<file path="src/gac_pkg.sv">
// Shared constants for the conversion sequencer and its host controller
package gac_pkg;
  // Clock and timing
  localparam int CLK_PERIOD_NS = 8;
  localparam int ADC_WAKE_NS = 2000;
  localparam int ADC_WAKE_CYC = (ADC_WAKE_NS + CLK_PERIOD_NS - 1) / CLK_PERIOD_NS;
  localparam logic [7:0] ADC_WAKE_LOAD = 8'(ADC_WAKE_CYC - 1);
  localparam int IVL_UNIT_NS = 1000;
  localparam int IVL_UNIT_CYC = IVL_UNIT_NS / CLK_PERIOD_NS;

  // Device register offsets on the link
  localparam logic [7:0] OFS_OS_SEL = 8'h00;
  localparam logic [7:0] OFS_OS_RES_LO = 8'h01;
  localparam logic [7:0] OFS_OS_RES_HI = 8'h02;
  localparam logic [7:0] OFS_PER_SEL = 8'h03;
  localparam logic [7:0] OFS_PER_CTRL = 8'h04;
  localparam logic [7:0] OFS_S0_TH_LO = 8'h05;
  localparam logic [7:0] OFS_S0_TH_HI = 8'h06;
  localparam logic [7:0] OFS_S1_TH_LO = 8'h07;
  localparam logic [7:0] OFS_S1_TH_HI = 8'h08;
  localparam logic [7:0] OFS_S0_RES_LO = 8'h09;
  localparam logic [7:0] OFS_S0_RES_HI = 8'h0a;
  localparam logic [7:0] OFS_S1_RES_LO = 8'h0b;
  localparam logic [7:0] OFS_S1_RES_HI = 8'h0c;
  localparam logic [7:0] OFS_STATUS = 8'h0d;

  // Reset values
  localparam logic [7:0] REG_RST = 8'h00;
  localparam logic [11:0] RES_RST = 12'h000;

  // Field positions
  localparam int OS_START_BIT = 4;
  localparam int SEL1_LSB = 4;
  localparam int CTRL_EN0 = 0;
  localparam int CTRL_EN1 = 1;
  localparam int CTRL_SD0 = 2;
  localparam int CTRL_SD1 = 3;
  localparam int CTRL_IVL_LSB = 4;
  localparam int TH_POL_BIT = 7;
  localparam int ST_OS_DONE = 0;
  localparam int ST_CROSS0 = 1;
  localparam int ST_CROSS1 = 2;
  localparam int ST_OS_REFUSED = 3;

  // Channel limits in low-power states
  localparam logic [2:0] LP_MAX_CH = 3'h4;
  localparam logic [2:0] THERM_CH_A = 3'h5;
  localparam logic [2:0] THERM_CH_B = 3'h6;

  // Host Avalon map
  localparam logic [4:0] AV_DEV_ADDR = 5'h00;
  localparam logic [4:0] AV_DEV_DATA = 5'h04;
  localparam logic [4:0] AV_STATUS = 5'h08;
  localparam logic [4:0] AV_CAL = 5'h0c;
  localparam logic [4:0] AV_TRIM_AB = 5'h10;
  localparam logic [4:0] AV_TRIM_C = 5'h14;
  localparam int CAL_HS_BIT = 15;
  localparam int CAL_CH_LSB = 12;

  // Calibration reference codes
  localparam int CAL_X1 = 2064;
  localparam int CAL_X2 = 3112;
  localparam int CAL_DX = CAL_X2 - CAL_X1;
  localparam logic [2:0] CAL_CH_VCC = 3'h3;
  localparam logic [4:0] CAL_STEPS = 5'h18;
endpackage

</file>
<file path="src/gac_link_if.sv">
// Register link and event lines between host controller and sequencer
`timescale 1ns/1ps
interface gac_link_if;
  logic req;
  logic we;
  logic [7:0] addr;
  logic [7:0] wdata;
  logic [7:0] rdata;
  logic ack;
  logic oneshotDoneIrq;
  logic periodicIrq;
  logic shutdownReq;
  modport device(input req, input we, input addr, input wdata, output rdata, output ack,
    output oneshotDoneIrq, output periodicIrq, output shutdownReq);
  modport host(output req, output we, output addr, output wdata, input rdata, input ack,
    input oneshotDoneIrq, input periodicIrq, input shutdownReq);
endinterface

</file>
<file path="src/gac_slot.sv">
// One periodic slot: latest result and threshold compare
`timescale 1ns/1ps
module gac_slot (
  input wire logic clk,
  input wire logic sys_rst,
  input wire logic store,
  input wire logic [11:0] result,
  input wire logic [11:0] threshold,
  input wire logic above,
  output logic [11:0] latest_ff,
  output logic cross_ff
);
  // Newest result always replaces the old one, read or not
  always_ff @(posedge clk or posedge sys_rst) begin
    if (sys_rst) begin
      latest_ff <= gac_pkg::RES_RST;
    end else if (store) begin
      latest_ff <= result; // RULE8 RULE12
    end
  end

  // Full-width compare in the programmed direction, one-cycle event
  always_ff @(posedge clk or posedge sys_rst) begin
    if (sys_rst) begin
      cross_ff <= 1'b0;
    end else begin
      cross_ff <= store && (above ? (result > threshold) : (result < threshold)); // RULE11 RULE21
    end
  end
endmodule

</file>
<file path="src/gac_device_end.sv">
// Conversion sequencer: register file, one-shot and periodic scheduling
//
// The implementer's own choices: the address map and the Avalon-MM slave port.
`timescale 1ns/1ps
// How it works
// (RULE1) Host picks channel, then writes trigger
// (RULE2) One-shot done raises interrupt, stores result
// (RULE3) Host discards first one-shot after reset
// (RULE4) Periodic mode compares one or two channels
// (RULE5) Each slot has own threshold, polarity
// (RULE6) Host programs interval and per-slot enables
// (RULE7) Converter powered automatically around conversions
// (RULE8) Each slot holds its latest result
// (RULE9) Queue ascending; lower result into slot zero (the code puts the lower channel's result into slot zero)
// (RULE10) Host puts lower channel in slot zero
// (RULE11) Threshold crossing raises interrupt, keeps result
// (RULE12) Newer conversion overwrites unread results
// (RULE13) Pending interrupts never stop periodic conversions
// (RULE14) Crossing requests shutdown when slot enabled
// (RULE15) Sleep or off: only channels 0-4
// (RULE16) Sleep: channels 5,6 if thermal on
// (RULE17) Host corrects code with two-point gain/offset
// (RULE18) Trim pair chosen by channel and sense
// (RULE19) One-shot request beats periodic request
// (RULE20) 12-bit results, eight inputs, host readable
// (RULE21) Full-width compare; flag held until cleared
module gac_device_end (
  input wire logic clk,
  input wire logic sys_rst,
  gac_link_if.device link,
  output logic adcPower_ff,
  output logic adcStart_ff,
  output logic [2:0] adcChan_ff,
  input wire logic adcDone,
  input wire logic [11:0] adcResult,
  input wire logic sleepPin,
  input wire logic offPin,
  input wire logic thermOffPin
);
  typedef enum logic [1:0] {ST_IDLE, ST_WAKE, ST_PICK, ST_WAIT} gac_seq_state_type;

  gac_seq_state_type state_ff;
  logic [2:0] syncA_ff;
  logic [2:0] syncB_ff;
  logic [2:0] syncC_ff;
  logic [2:0] mode_ff;
  logic [2:0] osChan_ff;
  logic swPend_ff;
  logic [7:0] perSel_ff;
  logic [7:0] perCtrl_ff;
  logic [7:0] th0Lo_ff;
  logic [7:0] th0Hi_ff;
  logic [7:0] th1Lo_ff;
  logic [7:0] th1Hi_ff;
  logic [11:0] osResult_ff;
  logic [3:0] status_ff;
  logic [7:0] rdata_ff;
  logic ack_ff;
  logic osIrq_ff;
  logic perIrq_ff;
  logic shutdown_ff;
  logic [11:0] timer_ff;
  logic [1:0] autoQ_ff;
  logic [2:0] q0Ch_ff;
  logic [2:0] q1Ch_ff;
  logic q0Slot_ff;
  logic q1Slot_ff;
  logic [7:0] wake_ff;
  logic jobSw_ff;
  logic jobSlot_ff;
  logic [11:0] slot0Res;
  logic [11:0] slot1Res;
  logic cross0;
  logic cross1;
  logic access;
  logic wrStrobe;
  logic [7:0] rdMux;
  logic [11:0] periodCyc;
  logic fire;
  logic inPick;
  logic swTake;
  logic q0Take;
  logic q1Take;
  logic pickAny;
  logic [2:0] pickCh;
  logic pickSlot;
  logic pickOk;
  logic osRefused;
  logic store0;
  logic store1;
  logic osDone;
  logic [2:0] ch0;
  logic [2:0] ch1;

  // Low-power restriction on which inputs may be converted
  function automatic logic chanOk(input logic [2:0] ch, input logic [2:0] mode);
    logic inSleep;
    logic inOff;
    logic thermOff;
    inSleep = mode[2];
    inOff = mode[1];
    thermOff = mode[0];
    chanOk = !(inSleep || inOff) || (ch <= gac_pkg::LP_MAX_CH) || // RULE15
      (inSleep && !inOff && !thermOff &&
      (ch == gac_pkg::THERM_CH_A || ch == gac_pkg::THERM_CH_B)); // RULE16
  endfunction

  // State pins are asynchronous; a level counts once two stages agree
  always_ff @(posedge clk or posedge sys_rst) begin
    if (sys_rst) begin
      syncA_ff <= 3'h0;
      syncB_ff <= 3'h0;
      syncC_ff <= 3'h0;
      mode_ff <= 3'h0;
    end else begin
      syncA_ff <= {sleepPin, offPin, thermOffPin};
      syncB_ff <= syncA_ff;
      syncC_ff <= syncB_ff;
      mode_ff <= (syncB_ff & syncC_ff) | (mode_ff & (syncB_ff | syncC_ff));
    end
  end

  // Link access: one answer per request, ack drops the next cycle
  assign access = link.req && !ack_ff;
  assign wrStrobe = access && link.we;

  // Readback of all registers; unmapped offsets read zero
  always_comb begin
    case (link.addr)
      gac_pkg::OFS_OS_SEL: rdMux = {3'h0, swPend_ff, 1'b0, osChan_ff};
      gac_pkg::OFS_OS_RES_LO: rdMux = osResult_ff[7:0]; // RULE20
      gac_pkg::OFS_OS_RES_HI: rdMux = {4'h0, osResult_ff[11:8]};
      gac_pkg::OFS_PER_SEL: rdMux = perSel_ff;
      gac_pkg::OFS_PER_CTRL: rdMux = perCtrl_ff;
      gac_pkg::OFS_S0_TH_LO: rdMux = th0Lo_ff;
      gac_pkg::OFS_S0_TH_HI: rdMux = th0Hi_ff;
      gac_pkg::OFS_S1_TH_LO: rdMux = th1Lo_ff;
      gac_pkg::OFS_S1_TH_HI: rdMux = th1Hi_ff;
      gac_pkg::OFS_S0_RES_LO: rdMux = slot0Res[7:0];
      gac_pkg::OFS_S0_RES_HI: rdMux = {4'h0, slot0Res[11:8]};
      gac_pkg::OFS_S1_RES_LO: rdMux = slot1Res[7:0];
      gac_pkg::OFS_S1_RES_HI: rdMux = {4'h0, slot1Res[11:8]};
      gac_pkg::OFS_STATUS: rdMux = {4'h0, status_ff};
      default: rdMux = 8'h00;
    endcase
  end

  always_ff @(posedge clk or posedge sys_rst) begin
    if (sys_rst) begin
      ack_ff <= 1'b0;
      rdata_ff <= gac_pkg::REG_RST;
    end else begin
      ack_ff <= access;
      if (access && !link.we) begin
        rdata_ff <= rdMux;
      end
    end
  end

  // Writable configuration
  always_ff @(posedge clk or posedge sys_rst) begin
    if (sys_rst) begin
      perSel_ff <= gac_pkg::REG_RST;
      perCtrl_ff <= gac_pkg::REG_RST;
      th0Lo_ff <= gac_pkg::REG_RST;
      th0Hi_ff <= gac_pkg::REG_RST;
      th1Lo_ff <= gac_pkg::REG_RST;
      th1Hi_ff <= gac_pkg::REG_RST;
    end else if (wrStrobe) begin
      case (link.addr)
        gac_pkg::OFS_PER_SEL: perSel_ff <= link.wdata; // RULE4 RULE10
        gac_pkg::OFS_PER_CTRL: perCtrl_ff <= link.wdata; // RULE6
        gac_pkg::OFS_S0_TH_LO: th0Lo_ff <= link.wdata; // RULE5
        gac_pkg::OFS_S0_TH_HI: th0Hi_ff <= link.wdata;
        gac_pkg::OFS_S1_TH_LO: th1Lo_ff <= link.wdata;
        gac_pkg::OFS_S1_TH_HI: th1Hi_ff <= link.wdata;
        default: ;
      endcase
    end
  end

  // One-shot request: channel and trigger share one write; a new trigger wins
  always_ff @(posedge clk or posedge sys_rst) begin
    if (sys_rst) begin
      osChan_ff <= 3'h0;
      swPend_ff <= 1'b0;
    end else if (wrStrobe && link.addr == gac_pkg::OFS_OS_SEL) begin
      osChan_ff <= link.wdata[2:0];
      swPend_ff <= link.wdata[gac_pkg::OS_START_BIT] || (swPend_ff && !swTake); // RULE1
    end else if (swTake) begin
      swPend_ff <= 1'b0;
    end
  end

  // Interval timer; runs while any slot is enabled
  assign periodCyc = 12'(({1'b0, perCtrl_ff[7:gac_pkg::CTRL_IVL_LSB]} + 5'h01) *
    gac_pkg::IVL_UNIT_CYC);
  assign fire = (perCtrl_ff[gac_pkg::CTRL_EN0] || perCtrl_ff[gac_pkg::CTRL_EN1]) &&
    (timer_ff == periodCyc - 12'h001);

  always_ff @(posedge clk or posedge sys_rst) begin
    if (sys_rst) begin
      timer_ff <= 12'h000;
    end else if (fire || !(perCtrl_ff[gac_pkg::CTRL_EN0] || perCtrl_ff[gac_pkg::CTRL_EN1])) begin
      timer_ff <= 12'h000;
    end else begin
      timer_ff <= timer_ff + 12'h001;
    end
  end

  // Scheduler picks: one-shot first, then the periodic queue in order
  assign inPick = (state_ff == ST_PICK);
  assign swTake = inPick && swPend_ff; // RULE19
  assign q0Take = inPick && !swPend_ff && autoQ_ff[0];
  assign q1Take = inPick && !swPend_ff && !autoQ_ff[0] && autoQ_ff[1];
  assign pickAny = swPend_ff || (autoQ_ff != 2'b00);
  assign pickCh = swPend_ff ? osChan_ff : (autoQ_ff[0] ? q0Ch_ff : q1Ch_ff);
  assign pickSlot = autoQ_ff[0] ? q0Slot_ff : q1Slot_ff;
  assign pickOk = inPick && pickAny && chanOk(pickCh, mode_ff);
  assign osRefused = swTake && !chanOk(osChan_ff, mode_ff);
  localparam int SEL1_TOP = gac_pkg::SEL1_LSB + 2;
  assign ch0 = perSel_ff[2:0];
  assign ch1 = perSel_ff[SEL1_TOP:gac_pkg::SEL1_LSB];

  // Queue reload on each interval; a late reload just refreshes the work
  always_ff @(posedge clk or posedge sys_rst) begin
    if (sys_rst) begin
      autoQ_ff <= 2'b00;
      q0Ch_ff <= 3'h0;
      q1Ch_ff <= 3'h0;
      q0Slot_ff <= 1'b0;
      q1Slot_ff <= 1'b1;
    end else if (fire) begin
      if (perCtrl_ff[gac_pkg::CTRL_EN0] && perCtrl_ff[gac_pkg::CTRL_EN1]) begin
        autoQ_ff <= 2'b11;
        q0Ch_ff <= (ch0 <= ch1) ? ch0 : ch1; // RULE9
        q1Ch_ff <= (ch0 <= ch1) ? ch1 : ch0;
        q0Slot_ff <= 1'b0;
        q1Slot_ff <= 1'b1;
      end else begin
        autoQ_ff <= 2'b01;
        q0Ch_ff <= perCtrl_ff[gac_pkg::CTRL_EN0] ? ch0 : ch1;
        q0Slot_ff <= !perCtrl_ff[gac_pkg::CTRL_EN0];
      end
    end else begin
      if (q0Take) begin
        autoQ_ff[0] <= 1'b0; // RULE13
      end
      if (q1Take) begin
        autoQ_ff[1] <= 1'b0;
      end
    end
  end

  // Sequencer; the converter is powered only while work is queued or a conversion is in flight
  always_ff @(posedge clk or posedge sys_rst) begin
    if (sys_rst) begin
      state_ff <= ST_IDLE;
      wake_ff <= 8'h00;
      adcPower_ff <= 1'b0;
      adcStart_ff <= 1'b0;
      adcChan_ff <= 3'h0;
      jobSw_ff <= 1'b0;
      jobSlot_ff <= 1'b0;
    end else begin
      adcStart_ff <= 1'b0;
      case (state_ff)
        ST_IDLE: begin
          if (pickAny) begin
            adcPower_ff <= 1'b1; // RULE7
            wake_ff <= gac_pkg::ADC_WAKE_LOAD;
            state_ff <= ST_WAKE;
          end
        end
        ST_WAKE: begin
          if (wake_ff == 8'h00) begin
            state_ff <= ST_PICK;
          end else begin
            wake_ff <= wake_ff - 8'h01;
          end
        end
        ST_PICK: begin
          if (pickOk) begin
            adcChan_ff <= pickCh;
            jobSw_ff <= swPend_ff;
            jobSlot_ff <= pickSlot;
            adcStart_ff <= 1'b1;
            state_ff <= ST_WAIT;
          end else if (!pickAny) begin
            adcPower_ff <= 1'b0; // RULE7
            state_ff <= ST_IDLE;
          end
        end
        ST_WAIT: begin
          if (adcDone) begin
            state_ff <= ST_PICK;
          end
        end
        default: state_ff <= ST_IDLE;
      endcase
    end
  end

  // Result steering
  assign osDone = (state_ff == ST_WAIT) && adcDone && jobSw_ff;
  assign store0 = (state_ff == ST_WAIT) && adcDone && !jobSw_ff && !jobSlot_ff;
  assign store1 = (state_ff == ST_WAIT) && adcDone && !jobSw_ff && jobSlot_ff;

  always_ff @(posedge clk or posedge sys_rst) begin
    if (sys_rst) begin
      osResult_ff <= gac_pkg::RES_RST;
    end else if (osDone) begin
      osResult_ff <= adcResult; // RULE2
    end
  end

  gac_slot slot0 (
    .clk(clk),
    .sys_rst(sys_rst),
    .store(store0),
    .result(adcResult),
    .threshold({th0Hi_ff[3:0], th0Lo_ff}),
    .above(th0Hi_ff[gac_pkg::TH_POL_BIT]),
    .latest_ff(slot0Res),
    .cross_ff(cross0)
  );

  gac_slot slot1 (
    .clk(clk),
    .sys_rst(sys_rst),
    .store(store1),
    .result(adcResult),
    .threshold({th1Hi_ff[3:0], th1Lo_ff}),
    .above(th1Hi_ff[gac_pkg::TH_POL_BIT]),
    .latest_ff(slot1Res),
    .cross_ff(cross1)
  );

  // Sticky flags, write one to clear; a same-cycle event wins
  always_ff @(posedge clk or posedge sys_rst) begin
    if (sys_rst) begin
      status_ff <= 4'h0;
    end else begin
      status_ff <= {osRefused, cross1, cross0, osDone} | // RULE2 RULE11
        (status_ff & ~((wrStrobe && link.addr == gac_pkg::OFS_STATUS) ?
        link.wdata[3:0] : 4'h0)); // RULE21
    end
  end

  // Event lines toward the host
  always_ff @(posedge clk or posedge sys_rst) begin
    if (sys_rst) begin
      osIrq_ff <= 1'b0;
      perIrq_ff <= 1'b0;
      shutdown_ff <= 1'b0;
    end else begin
      osIrq_ff <= status_ff[gac_pkg::ST_OS_DONE];
      perIrq_ff <= status_ff[gac_pkg::ST_CROSS0] || status_ff[gac_pkg::ST_CROSS1];
      shutdown_ff <= (cross0 && perCtrl_ff[gac_pkg::CTRL_SD0]) ||
        (cross1 && perCtrl_ff[gac_pkg::CTRL_SD1]); // RULE14
    end
  end

  assign link.rdata = rdata_ff;
  assign link.ack = ack_ff;
  assign link.oneshotDoneIrq = osIrq_ff;
  assign link.periodicIrq = perIrq_ff;
  assign link.shutdownReq = shutdown_ff;
endmodule

</file>
<file path="src/flat_wrapper.sv">
// flat-port wrapper written by rule: the top's interface ports become plain ports
module gac_device_end_flat 
  (clk, sys_rst, adcPower_ff, adcStart_ff, adcChan_ff, adcDone, adcResult, sleepPin, offPin, thermOffPin, link_req, link_we, link_addr, link_wdata, link_rdata, link_ack, link_oneshotDoneIrq, link_periodicIrq, link_shutdownReq);
  gac_link_if link_i ();
  input wire logic clk;
  input wire logic sys_rst;
  output logic adcPower_ff;
  output logic adcStart_ff;
  output logic [2:0] adcChan_ff;
  input wire logic adcDone;
  input wire logic [11:0] adcResult;
  input wire logic sleepPin;
  input wire logic offPin;
  input wire logic thermOffPin;
  input wire logic [$bits(link_i.req)-1:0] link_req;
  input wire logic [$bits(link_i.we)-1:0] link_we;
  input wire logic [$bits(link_i.addr)-1:0] link_addr;
  input wire logic [$bits(link_i.wdata)-1:0] link_wdata;
  output wire logic [$bits(link_i.rdata)-1:0] link_rdata;
  output wire logic [$bits(link_i.ack)-1:0] link_ack;
  output wire logic [$bits(link_i.oneshotDoneIrq)-1:0] link_oneshotDoneIrq;
  output wire logic [$bits(link_i.periodicIrq)-1:0] link_periodicIrq;
  output wire logic [$bits(link_i.shutdownReq)-1:0] link_shutdownReq;
  assign link_i.req = link_req;
  assign link_i.we = link_we;
  assign link_i.addr = link_addr;
  assign link_i.wdata = link_wdata;
  assign link_rdata = link_i.rdata;
  assign link_ack = link_i.ack;
  assign link_oneshotDoneIrq = link_i.oneshotDoneIrq;
  assign link_periodicIrq = link_i.periodicIrq;
  assign link_shutdownReq = link_i.shutdownReq;
  gac_device_end u_core (.clk(clk), .sys_rst(sys_rst), .link(link_i), .adcPower_ff(adcPower_ff), .adcStart_ff(adcStart_ff), .adcChan_ff(adcChan_ff), .adcDone(adcDone), .adcResult(adcResult), .sleepPin(sleepPin), .offPin(offPin), .thermOffPin(thermOffPin));
endmodule
</file>
<file path="config.mk">
export PLATFORM = sky130hd
export DESIGN_NAME = gac_device_end_flat
export DESIGN_NICKNAME = d
export VERILOG_FILES = /design/src/gac_pkg.sv /design/src/gac_link_if.sv /design/src/gac_slot.sv /design/src/gac_device_end.sv /design/src/flat_wrapper.sv
export SDC_FILE = /design/constraint.sdc
export NUM_CORES = 1
export LEC_CHECK = 0
export ABC_AREA = 1
export BUFFER_PORTS_ARGS = -buffer_cell sky130_fd_sc_hd__buf_2
export CAP_MARGIN = 40
export CORE_AREA = 2 2 142 144
export CTS_CLUSTER_SIZE = 25
export DETAILED_ROUTE_END_ITERATION = 8
export DIE_AREA = 0 0 144 146
export PLACE_DENSITY_LB_ADDON = 0.3
export SYNTH_ARGS = -nofsm -noshare
export SYNTH_HDL_FRONTEND = slang
export SYNTH_SLANG_ARGS = --single-unit
</file>
<file path="constraint.sdc">
create_clock -name clk -period 5.82 [get_ports clk]
set_input_delay 0.582 -clock clk [delete_from_list [all_inputs] [get_ports clk]]
set_output_delay 0.582 -clock clk [all_outputs]
set_load 0.1 [all_outputs]
</file>
Word level (Yosys, flattened, before mapping) --
Cells that the tools add are included.
Word-level totals: bits in registers 156, bits of input ports 36
Operators by class: add/sub/neg operators 4, multiply operators 1, order comparisons 7, equal/unequal tests 28, mux-type cells 34, bitwise logic cells 7, reductions and logical operators 75
Operators by type and width (count):
- one-hot mux 8 bit (14 select lines) | 1
- equality test 8 x 4 -> 1 bit (second input constant) | 6
- equality test 8 x 3 -> 1 bit (second input constant) | 4
- multiplier 32 x 7 -> 12 bit (second input constant) | 1
- logical AND 1 bit | 29
- greater-than comparator 12 bit | 2
- less-than comparator 12 bit | 2
- two-way mux 3 bit | 6
- equality test 8 x 2 -> 1 bit (second input constant) | 2
- zero test 8 bit | 2
- two-way mux 8 bit | 2
- one-hot mux 8 bit (2 select lines) | 1
- AND reduction 2 bit | 8
- two-way mux 2 bit | 7
- zero test 1 bit | 13
- logical OR 1 bit | 13
- two-way mux 1 bit | 13
- adder 12 x 1 -> 12 bit (second input constant) | 1
- equality test 12 bit | 1
- equality test 3 bit (second input constant) | 4
- two-way mux 12 bit | 1
- nonzero test 2 bit | 6
- subtractor 12 x 1 -> 12 bit (second input constant) | 1
- equality test 8 x 1 -> 1 bit (second input constant) | 1
- other kinds (20) | 29

Logic depth before layout (Yosys ltp) --
Gate-level depths: netlist of run 1.
word-level depth 9, mapped depth 26

By module --
A second synthesis of run 1 with hierarchy kept.
Second synthesis, totals: cell total of the unflattened synthesis 1087, area, all modules 8894.8 µm²
Modules (own cells, without submodules):
- gac_device_end | instances 1, cells an instance 901, area each 7208.2 µm², sequential area each 3253.1 µm²
- gac_slot | instances 2, cells an instance 93, area each 843.3 µm², sequential area each 325.3 µm²

Least setup slack after synthesis of run 1 --
OpenSTA, ideal clock, no wires.
path type register to register, from reg u_core.perCtrl_ff[4], to reg u_core.timer_ff[2], arrival time 4132 ps, data required time 5700 ps, slack 1568 ps, cell stages (with the launch flop) 23, path buffers 2, clock period less this slack 4252 ps, cells stage by stage dfrtp_1 > buf_6 > inv_1 > ha_1 > ha_1 > xor2_1 > fa_1 > fa_1 > inv_1 > ha_1 > a21oi_1 > nand2_1 > nand2_1 > nand2_1 > inv_1 > nand2_1 > nand3_1 > nand2_1 > inv_2 > nand3_2 > o21ai_2 > buf_6 > nor2_1
Between the ends: longest elaborated chain between the ends 7
RTL lines:
- from (decl) | RTL line gac_device_end.sv:50 | logic [7:0] perCtrl_ff;
- from (signal assigned) | RTL line gac_device_end.sv:164 | perCtrl_ff <= gac_pkg::REG_RST;
- from (signal assigned) | RTL line gac_device_end.sv:172 | gac_pkg::OFS_PER_CTRL: perCtrl_ff <= link.wdata;
- adder 4 x 1 -> 5 bit | RTL line gac_device_end.sv:196 | assign periodCyc = 12'(({1'b0, perCtrl_ff[7:gac_pkg::CTRL_IVL_LSB]} + 5'h01) *
- multiplier 32 x 7 -> 12 bit | RTL line gac_device_end.sv:196
- subtractor 12 x 1 -> 12 bit | RTL line gac_device_end.sv:199 | (timer_ff == periodCyc - 12'h001);
- equality test 12 bit | RTL line gac_device_end.sv:199
- logical AND 1 bit | RTL line gac_device_end.sv:198 | assign fire = (perCtrl_ff[gac_pkg::CTRL_EN0] || perCtrl_ff[gac_pkg::CTRL_EN1]) &&
- logical OR 1 bit | RTL line gac_device_end.sv:204 | end else if (fire || !(perCtrl_ff[gac_pkg::CTRL_EN0] || perCtrl_ff[gac_pkg::CTRL_EN1])) begin
- two-way mux 12 bit | RTL line gac_device_end.sv:204
- to (signal assigned) | RTL line gac_device_end.sv:207 | timer_ff <= timer_ff + 12'h001;
- to (decl) | RTL line gac_device_end.sv:62 | logic [11:0] timer_ff;
Every way passes these cells. A chain may end at the register's enable or synchronous reset.

Worst setup path in the final report of run 1 --
from reg u_core.perCtrl_ff[4], to reg u_core.timer_ff[4]
The elaborated chain is that of the path after synthesis.

==> impl_metrics.ini, run 1 <==
[sta]
post-route-period-util = 0.8686
rsz0062_at_grt = false
finalMaxSlewViolations = 0
tightest_slew_ps = 828.5
fin_ws_ps = 764.9
fin_crit_ps = 5055
relSlewSlack = 0.4446
fmax_ghz = 0.1978
setup_viol = 0
finalHoldViolCount = 0
fin_worst_skew_ps = 8.274
finalSetupTns_ps = 0

[synthesis]
yosysMostFrequentCell = nand2_1
synth_nets = 1164
synthFlopType = dfrtp_1
synth_top_cell_by_area = dfrtp_1
avgSynthCellArea_um2 = 8.088
ys_seq_elements = 156
synth_edf_count = 0
async_reset_ff_frac = 1.000
synth_common_cells = nand2_1, dfrtp_1, inv_1
synth_top_area_share = 0.4519
netlist_area_um2 = 8638
synth_top_family_by_area = simple AND/OR/NAND/NOR gates
synth_area_leaders = dfrtp_1, nand2_1, ha_1, o21ai_0, inv_1
synth.distinct_cells = 43
synth_mux_area_frac = 0
synth_seq_area_share = 0.4519
synth-adder-area-share = 0.09820
synth_xor_area_frac = 0.02346
synth_simple_gate_area_frac = 0.2245
synth-compound-area-share = 0.1243
synth_cells = 1068
ys.warnings.count = 0

[die]
rows = 51
die_h_um = 146
die-area_um2 = 21020
die_w_um = 144
io_pins = 53
start_util = 0.4468
core_um2 = 19330

[final_layout]
area_growth_pct = 13.82
final_nets = 1223
nFillCells = 1832
drive_gt1_frac = 0.09474
fin_cells = 1405
n_antenna_cell = 0
stdcell_area_um2 = 9832

[cts]
clock-sinks = 156
cts_resized = 0
cts_buffer_depth = 2
cts_root_buf = clkbuf_16
cts_tree = yes
cts_buffers = 17
post_cts_buffers = 0
clk_latency_ps = 430
path_clk_slew_ps = 70
htree_levels = 4
cts_hold_buffers = 0

[global_route]
antenna_found_initial = 0
gr-total-overflow = 0
grt_max_degree = 89
grt_pass1_vias = 6917
grt_pass1_wl_mm = 36.38
grtUsageTotal = 0.2228

[drt]
wl_mm = 22.64
drcViolationCount = 0
wl_per_cell_um = 16.11
firstDrtPassIters = 5
routed_via_density = 5.229
vias = 7347
drtIter0Drc = 549
antenna_left = 0

[setup_path]
crit_type = reg2reg
cp-start-kind = flip-flop
path_buf_inv = 2
worst_path_dominant_cell_family = adder cells
slowest_stage = dfrtp_1
crit_chain = inv_1 -> ha_1 -> ha_1 -> xor2_1 -> fa_1 -> inv_1 -> fa_1 -> ha_1 -> a21oi_1 -> nand2_1 -> nand2_1 -> nand2_1 -> nand4_1 -> nand3_1 -> nand2_2 -> nand3_2 -> o21ai_2 -> nor2_1
cp_max_fo = 12
end_kind = flip-flop
arrival_ps = 5350
max_stage_delay_ps = 650
crit_required_ps = 6110

[placed_design]
post-place-ws_ps = 733.1
place_area_um2 = 9219
io_buffers = 52
hpwl_mm = 17.18
gp_congestion = 0.9159
dp.cells = 1373

[outcome]
status = finished clean

[worst_hold_path]
hold_path_class = in2async

[job]
maxCapViolCount = 0

[pwr]
max-vdd-ir-drop_v = 0.0002065
leakage_nw = 4.748
p_per_area_nw_per_um2 = 313.5
## metrics by stage
step                      total power [mW]  utilization  hold slack, ps
after floorplan                      1.776            -           331.2
after global placement               1.909       0.4738           333.1
after detailed placement             1.937       0.4768           336.5
after CTS                            3.095       0.5085           75.18
after global routing                 3.253       0.5085           76.46
final                                3.083       0.5085           74.27
## final timing paths
| kind | from | endpoint | slack, ps | depth (start not counted) |
|---|---|---|---|---|
| max | u_core.perCtrl_ff[4] | u_core.timer_ff[4] | 760 | 18 |
| min | sys_rst | u_core.perSel_ff[4] | 70 | 2 |
| max reg2reg | u_core.perCtrl_ff[4] | u_core.timer_ff[4] | 760 | 18 |
| min reg2reg | u_core.syncA_ff[2] | u_core.syncB_ff[2] | 350 | 0 |
| max in group asynchronous | sys_rst | u_core.wake_ff[3] | 4410 | 4 |
| min in group clk | thermOffPin | u_core.syncA_ff[0] | 260 | 1 |
## layout by cell type (no fill, tap or decap), types with 3 or more instances in the layout
cell / netlist / layout
a211oi_1: 4 / 4
nand2_1: 264 / 264
clkinv_4: 0 / 3
o22ai_1: 9 / 9
dfrtp_1: 156 / 156
xnor2_1: 10 / 10
ha_1: 51 / 51
o21ai_0: 126 / 126
or2_2: 6 / 6
inv_6: 0 / 7
nand3b_1: 4 / 4
xor2_1: 10 / 10
bufinv_16: 0 / 3
nand3_1: 55 / 55
inv_2: 3 / 3
nor2_2: 3 / 3
nor2_1: 90 / 90
nand4_1: 16 / 16
o2111ai_1: 3 / 3
fa_1: 9 / 9
inv_1: 154 / 153
a21oi_1: 28 / 28
o211ai_1: 7 / 7
nand3_2: 3 / 3
maj3_1: 3 / 3
buf_2: 2 / 52
nor3_1: 10 / 10
clkbuf_16: 0 / 17
a221oi_1: 8 / 8
## state kept, by name, summed over array words and instances (netlist names), 12 cells and up
signal and flops:
u_core.slot0.latest_ff 12, u_core.slot1.latest_ff 12, u_core.osResult_ff 12, u_core.timer_ff 12
## cell families (layout without fill, tap and decap cells)
group,Yosys count,count (layout)
adders and majority gates,63,63
AOI/OAI and AO/OA,194,194
xor gates and xnor gates,21,21
and+or+nand+nor,461,461
buffers and inverters,173,245
DFF,156,156
## report_power, final
| part | total [mW] | internal [mW] | switching [mW] | leakage [nW] |
|---|---|---|---|---|
| Clock | 1.16 | 0.685 | 0.475 | 0.293 |
| Combinational | 0.562 | 0.198 | 0.364 | 2.40 |
| Sequential | 1.36 | 1.25 | 0.111 | 2.06 |
## layer usage
layer | wire length (µm) | global-route usage | vias to the layer above
li1 | - | - | 3599
met1 | 10690 | 0.3250 | 3474
met2 | 9956 | 0.3329 | 238
met3 | 1389 | 0.04278 | 36
met4 | 598 | 0.07304 | 0
met5 | 0 | 0 | -
## final cells by class
class                   instances  area, µm²  area share
flip-flops and latches        156       3904      0.3970
clock buffers                  18      429.2     0.04365
repair buffers                 56      325.3     0.03309
clock inverters                14      183.9     0.01871
inverters                     157      594.3     0.06045
well taps                     265      331.6     0.03372
multi-input cells             739       4064      0.4133
No activity file was read; power rests on OpenSTA's default activity.
==> run 2, diff against run 1 <==
--- a/config.mk
+++ b/config.mk
@@ -8,10 +8,10 @@
 export ABC_AREA = 1
 export BUFFER_PORTS_ARGS = -buffer_cell sky130_fd_sc_hd__buf_2
 export CAP_MARGIN = 40
-export CORE_AREA = 2 2 142 144
+export CORE_AREA = 2 2 163 125
 export CTS_CLUSTER_SIZE = 25
 export DETAILED_ROUTE_END_ITERATION = 8
-export DIE_AREA = 0 0 144 146
+export DIE_AREA = 0 0 165 127
 export PLACE_DENSITY_LB_ADDON = 0.3
 export SYNTH_ARGS = -nofsm -noshare
 export SYNTH_HDL_FRONTEND = slang
==> constraint.sdc (replaced) <==
create_clock -name clk -period 5.82 [get_ports clk]
set_input_delay 1.164 -clock clk [delete_from_list [all_inputs] [get_ports clk]]
set_output_delay 1.164 -clock clk [all_outputs]
set_load 0.1 [all_outputs]
==> run 2 against run 1 <==
  * Clock skew decreased by 1.5 ps
  * Non-clock buffer count unchanged
  * Highest routed layer is now met5
  * Flip-flop and latch count unchanged
  * Critical endpoint is now u_core.timer_ff[6]
  * Utilization about the same
  * Via count decreased by 1.1%
  * Clock-buffer cell count unchanged
  * Clock power decreased by 4%
  * Cell area decreased by 0.64%
==> impl_metrics.ini, run 2 (synthesis gave the netlist of run 1 again) <==
[setup_path]
crit_chain = inv_1 -> ha_1 -> ha_1 -> xor2_1 -> fa_1 -> inv_1 -> fa_1 -> ha_1 -> a21oi_1 -> nand2_1 -> nand2_1 -> nand4_1 -> nand2_1 -> nand4_1 -> nor2_1 -> inv_1 -> o21ai_2 -> nor2_1
arrival_ps = 5340
timing.rr.start = u_core.perCtrl_ff[4]
slowest_stage = dfrtp_1
reg2reg_depth = 18
cp_max_fo = 12
crit_type = reg2reg
r2r_end = u_core.timer_ff[6]
end_kind = flip-flop
cp-start-kind = flip-flop
rrSetupSlack_ps = 780
crit_required_ps = 6120
max_stage_delay_ps = 630

[global_route]
antenna_found_initial = 1
grt_max_degree = 59
grtUsageMet2 = 0.3066
gr-total-overflow = 0
grt_pass1_wl_mm = 35.94
met3_usage = 0.07662
grt-busiest-layer = met1
grtUsageTotal = 0.2238
met1_usage = 0.3347
grt_pass1_vias = 6822

[die]
die_w_um = 165
io_pins = 53
rows = 44
die_h_um = 127
die-area_um2 = 20960
core_um2 = 19210
start_util = 0.4496

[pwr]
intPower_mw = 2.054
switching_share = 0.3241
seqPwrFrac = 0.447
p_clk_frac = 0.366
p_comb_frac = 0.188
max-vdd-ir-drop_v = 0.0003473
leakage_nw = 4.721
p_per_area_nw_per_um2 = 311.1
switchingPower_mw = 0.9849

[placed_design]
hpwl_mm = 17.07
io_buffers = 52
post-place-ws_ps = 799.3
place_area_um2 = 9184
gp_congestion = 0.8922

[worst_hold_path]
holdPathStages = 0
hold_path_class = reg2reg
hp-start = u_core.syncA_ff[2]
hold_path_end = u_core.syncB_ff[2]

[drt]
antenna_left = 0
drcViolationCount = 0
drtIter0Drc = 645
routed_via_density = 5.215
vias = 7264
wl_mm = 22.33
wl_per_cell_um = 16.03
firstDrtPassIters = 5

[cts]
cts_buffer_depth = 2
cts_resized = 0
cts_buffers = 17
clk_latency_ps = 430
cts_root_buf = clkbuf_16
path_clk_slew_ps = 70
htree_levels = 4
clock-sinks = 156
cts_hold_buffers = 0
post_cts_buffers = 0
cts_tree = yes

[job]
maxCapViolCount = 0

[outcome]
status = finished clean

[sta]
relSlewSlack = 0.4297
fin_ws_ps = 776.2
setup_viol = 0
post-route-period-util = 0.8666
finalMaxSlewViolations = 0
fmax_ghz = 0.1983
finalHoldViolCount = 0
tightest_slew_ps = 852.4
rsz0062_at_grt = false
fin_crit_ps = 5044
fin_worst_skew_ps = 6.754
finalSetupTns_ps = 0

[final_layout]
final_nets = 1223
area_growth_pct = 13.09
stdcell_area_um2 = 9769
drive_gt1_frac = 0.09474
nFillCells = 1842
post-route-util = 0.5085
n_antenna_cell = 0
most-common-layout-cells = nand2_1, dfrtp_1, inv_1
layout_commonest_cell = nand2_1
run 2: changes by cell type in the layout (fill, tap and decap cells not counted):
cell and delta:
buf_4 +1, buf_16 -1, clkinv_8 +1, clkinvlp_4 +2
clkinv_4 -1, bufinv_16 -2, inv_8 +4, inv_6 -4
run 2: area by class of cell:
cell class              instances  area, µm²  share of cell area
multi-input cells             739       4064              0.4160
flip-flops and latches        156       3904              0.3996
repair buffers                 56      305.3             0.03125
clock buffers                  18      429.2             0.04393
inverters                     157      594.3             0.06084
well taps                     253      316.6             0.03240
clock inverters                14      156.4             0.01601
run 2: through the flow:
stage | instances | power [mW] | hold WS, ps
6_report | 1393 | 3.039 | 350.4
5_1_grt | 1393 | 3.216 | 359.3
4_1_cts | 1393 | 3.056 | 352.4
3_5_place_dp | 1361 | 1.940 | 336.5
3_3_place_gp | 1359 | 1.917 | 334.0
2_1_floorplan | 1068 | 1.776 | 331.2
run 2: power by group through the flow:
stage          clock (mW)  combinational [mW]  sequential [mW]
6_report             1.11               0.570             1.36
3_3_place_gp            0               0.546             1.37
4_1_cts              1.13               0.571             1.35
5_1_grt              1.18               0.665             1.37
3_5_place_dp            0               0.570             1.37
2_1_floorplan           0               0.399             1.38
run 2: worst max path at each step:
stage	from	to	slack, ps	cells after the start
after floorplan	sys_rst	u_core.adcChan_ff[0]	450	1
after global placement	u_core.perCtrl_ff[4]	u_core.timer_ff[2]	1010	20
after detailed placement	u_core.perCtrl_ff[4]	u_core.timer_ff[9]	800	18
after CTS	u_core.perCtrl_ff[4]	u_core.timer_ff[4]	790	18
after global routing	u_core.perCtrl_ff[4]	u_core.timer_ff[4]	380	18
final	u_core.perCtrl_ff[4]	u_core.timer_ff[6]	780	18
run 2: layer usage:
layer  routed length [µm]  share of wire
met3                 2199          0.098
met4                  280          0.013
met2                 9072           0.41
met5                   13        0.00058
met1                10770           0.48
run 2: critical path: cells and delay by family, from the launching register on:
kind | cells | cell delay (ps)
buffers and inverters | 3 | 400
adder cells (fa/ha/maj) | 5 | 2090
XOR/XNOR | 1 | 370
flip-flops | 1 | 630
AND/OR/NAND/NOR | 7 | 760
AO/OA/AOI/OAI | 2 | 660
==> run 3, diff against run 2 <==
--- a/config.mk
+++ b/config.mk
@@ -8,6 +8,8 @@
 export ABC_AREA = 1
 export BUFFER_PORTS_ARGS = -buffer_cell sky130_fd_sc_hd__buf_2
 export CAP_MARGIN = 40
+export CELL_PAD_IN_SITES_DETAIL_PLACEMENT = 0
+export CELL_PAD_IN_SITES_GLOBAL_PLACEMENT = 1
 export CORE_AREA = 2 2 163 125
 export CTS_CLUSTER_SIZE = 25
 export DETAILED_ROUTE_END_ITERATION = 8
==> constraint.sdc (replaced) <==
create_clock -name clk -period 5.8 [get_ports clk]
set_input_delay 1.16 -clock clk [delete_from_list [all_inputs] [get_ports clk]]
set_output_delay 1.16 -clock clk [all_outputs]
set_load 0.1 [all_outputs]
==> run 3 against run 2 <==
  * Sequential power about the same
  * First-iteration DRC count down 7.4%
  * Clock power about the same
  * Non-clock buffer count unchanged
==> impl_metrics.ini, run 3 (synthesis gave the netlist of run 1 again) <==
[global_route]
grt_pass1_wl_mm = 37.99
antenna_found_initial = 0
grt_max_degree = 70
grtUsageTotal = 0.2386
grt_pass1_vias = 6936
gr-total-overflow = 0

[pwr]
max-vdd-ir-drop_v = 0.0001872
finalPower_mw = 3.012
seqPwrFrac = 0.452
p_clk_frac = 0.361
switchingPower_mw = 0.9903
leakage_nw = 4.728
p_per_area_nw_per_um2 = 308.7
switching_share = 0.3288
intPower_mw = 2.021
p_comb_frac = 0.187

[final_layout]
drive_gt1_frac = 0.09561
area_growth_pct = 12.92
final_nets = 1223
stdcell_area_um2 = 9754
layout_commonest_cell = nand2_1
most-common-layout-cells = nand2_1, dfrtp_1, inv_1
n_antenna_cell = 0

[setup_path]
end_kind = flip-flop
reg2reg_depth = 18
arrival_ps = 5270
cp-start-kind = flip-flop
crit_type = reg2reg
cp_max_fo = 12
crit_required_ps = 6090

[sta]
fmax_ghz = 0.2009
fin_worst_skew_ps = 12.57
finalMaxSlewViolations = 0
finalSetupTns_ps = 0
tightest_slew_ps = 915.5
relSlewSlack = 0.3863
post-route-period-util = 0.8581
rsz0062_at_grt = false
finalHoldViolCount = 0
setup_viol = 0
fin_crit_ps = 4977

[drt]
wl_mm = 23.29
wl_per_cell_um = 16.72
routed_via_density = 5.195
drcViolationCount = 0
antenna_left = 0
drtIter0Drc = 597
vias = 7237
firstDrtPassIters = 6

[cts]
cts_root_buf = clkbuf_16
post_cts_buffers = 0
clock-sinks = 156
cts_buffers = 17
cts_buffer_depth = 2
cts_tree = yes
path_clk_slew_ps = 70
htree_levels = 4
cts_resized = 0
clk_latency_ps = 430
cts_hold_buffers = 0

[die]
rows = 44
die_h_um = 127
die-area_um2 = 20960
io_pins = 53
start_util = 0.4496
die_w_um = 165
core_um2 = 19210

[placed_design]
gp_congestion = 0.8959
place_area_um2 = 9184
hpwl_mm = 18.06
io_buffers = 52

[job]
maxCapViolCount = 0

[outcome]
status = finished clean

[worst_hold_path]
holdPathStages = 0
hold_path_class = reg2reg
[run 3: cell types whose count changed in the layout (fill, tap and decap cells not counted), sizes merged]
| cell | change |
|---|---|
| bufinv | -1 |
| clkbuf | -1 |
| inv | +3 |
| clkinv | +2 |
| clkinvlp | -3 |
[run 3: routing by layer]
metal / track usage / share of wire / up-vias
met5: 0 / 0 / -
met4: 0.04808 / 0.010 / 0
met3: 0.05390 / 0.067 / 21
met2: 0.3213 / 0.39 / 219
met1: 0.3869 / 0.53 / 3404
li1: - / - / 3593
[run 3: final timing paths]
| kind | to | slack [ps] | startpoint |
|---|---|---|---|
| hold reg to reg | u_core.syncB_ff[2] | 350 | u_core.syncA_ff[2] |
| min in group asynchronous | u_core.perCtrl_ff[4] | 800 | sys_rst |
| hold / removal | u_core.syncB_ff[2] | 350 | u_core.syncA_ff[2] |
| setup reg to reg | u_core.timer_ff[7] | 820 | u_core.perCtrl_ff[4] |
| max in group asynchronous | u_core.swPend_ff | 3870 | sys_rst |
| setup / recovery | u_core.timer_ff[7] | 820 | u_core.perCtrl_ff[4] |
[run 3: worst max-delay path, stage by stage, from the launching register on]
cell and delay (ps):
dfrtp_1 640, inv_1 170, ha_1 440, ha_1 360, xor2_1 360, fa_1 530, inv_1 100, fa_1 420
ha_1 350, a21oi_1 190, nand2_1 120, nand2_1 100, nand2_1 70, nand4_1 110, nand3_1 120, nand2_2 140
nand3_2 100, o21ai_2 420, nor2_1 110
[run 3: final cells by class]
class,count,area [µm²]
clock buffer,17,425.4
timing repair buffer,56,305.3
multi-input combinational,739,4064
tap,253,316.6
fill,1900,9459
clock inverter,15,145.1
inverter,157,594.3
sequential,156,3904
[run 3: metrics by stage]
step	hold slack (ps)	setup WS, ps	instances	utilization
CTS	350.7	798.2	1393	0.5077
detailed placement	334.7	854.7	1361	0.4780
floorplan	331.2	433.5	1068	-
global placement	334.8	985.5	1359	0.4764
finish	347.3	823.0	1393	0.5077
global route	354.4	437.4	1393	0.5077
[run 3: power groups by stage]
stage	Combinational (mW)	Sequential, mW	Clock (mW)
after floorplan	0.400	1.38	0
after global placement	0.552	1.38	0
after detailed placement	0.565	1.38	0
after CTS	0.567	1.36	1.10
after global routing	0.659	1.38	1.15
final	0.563	1.36	1.09
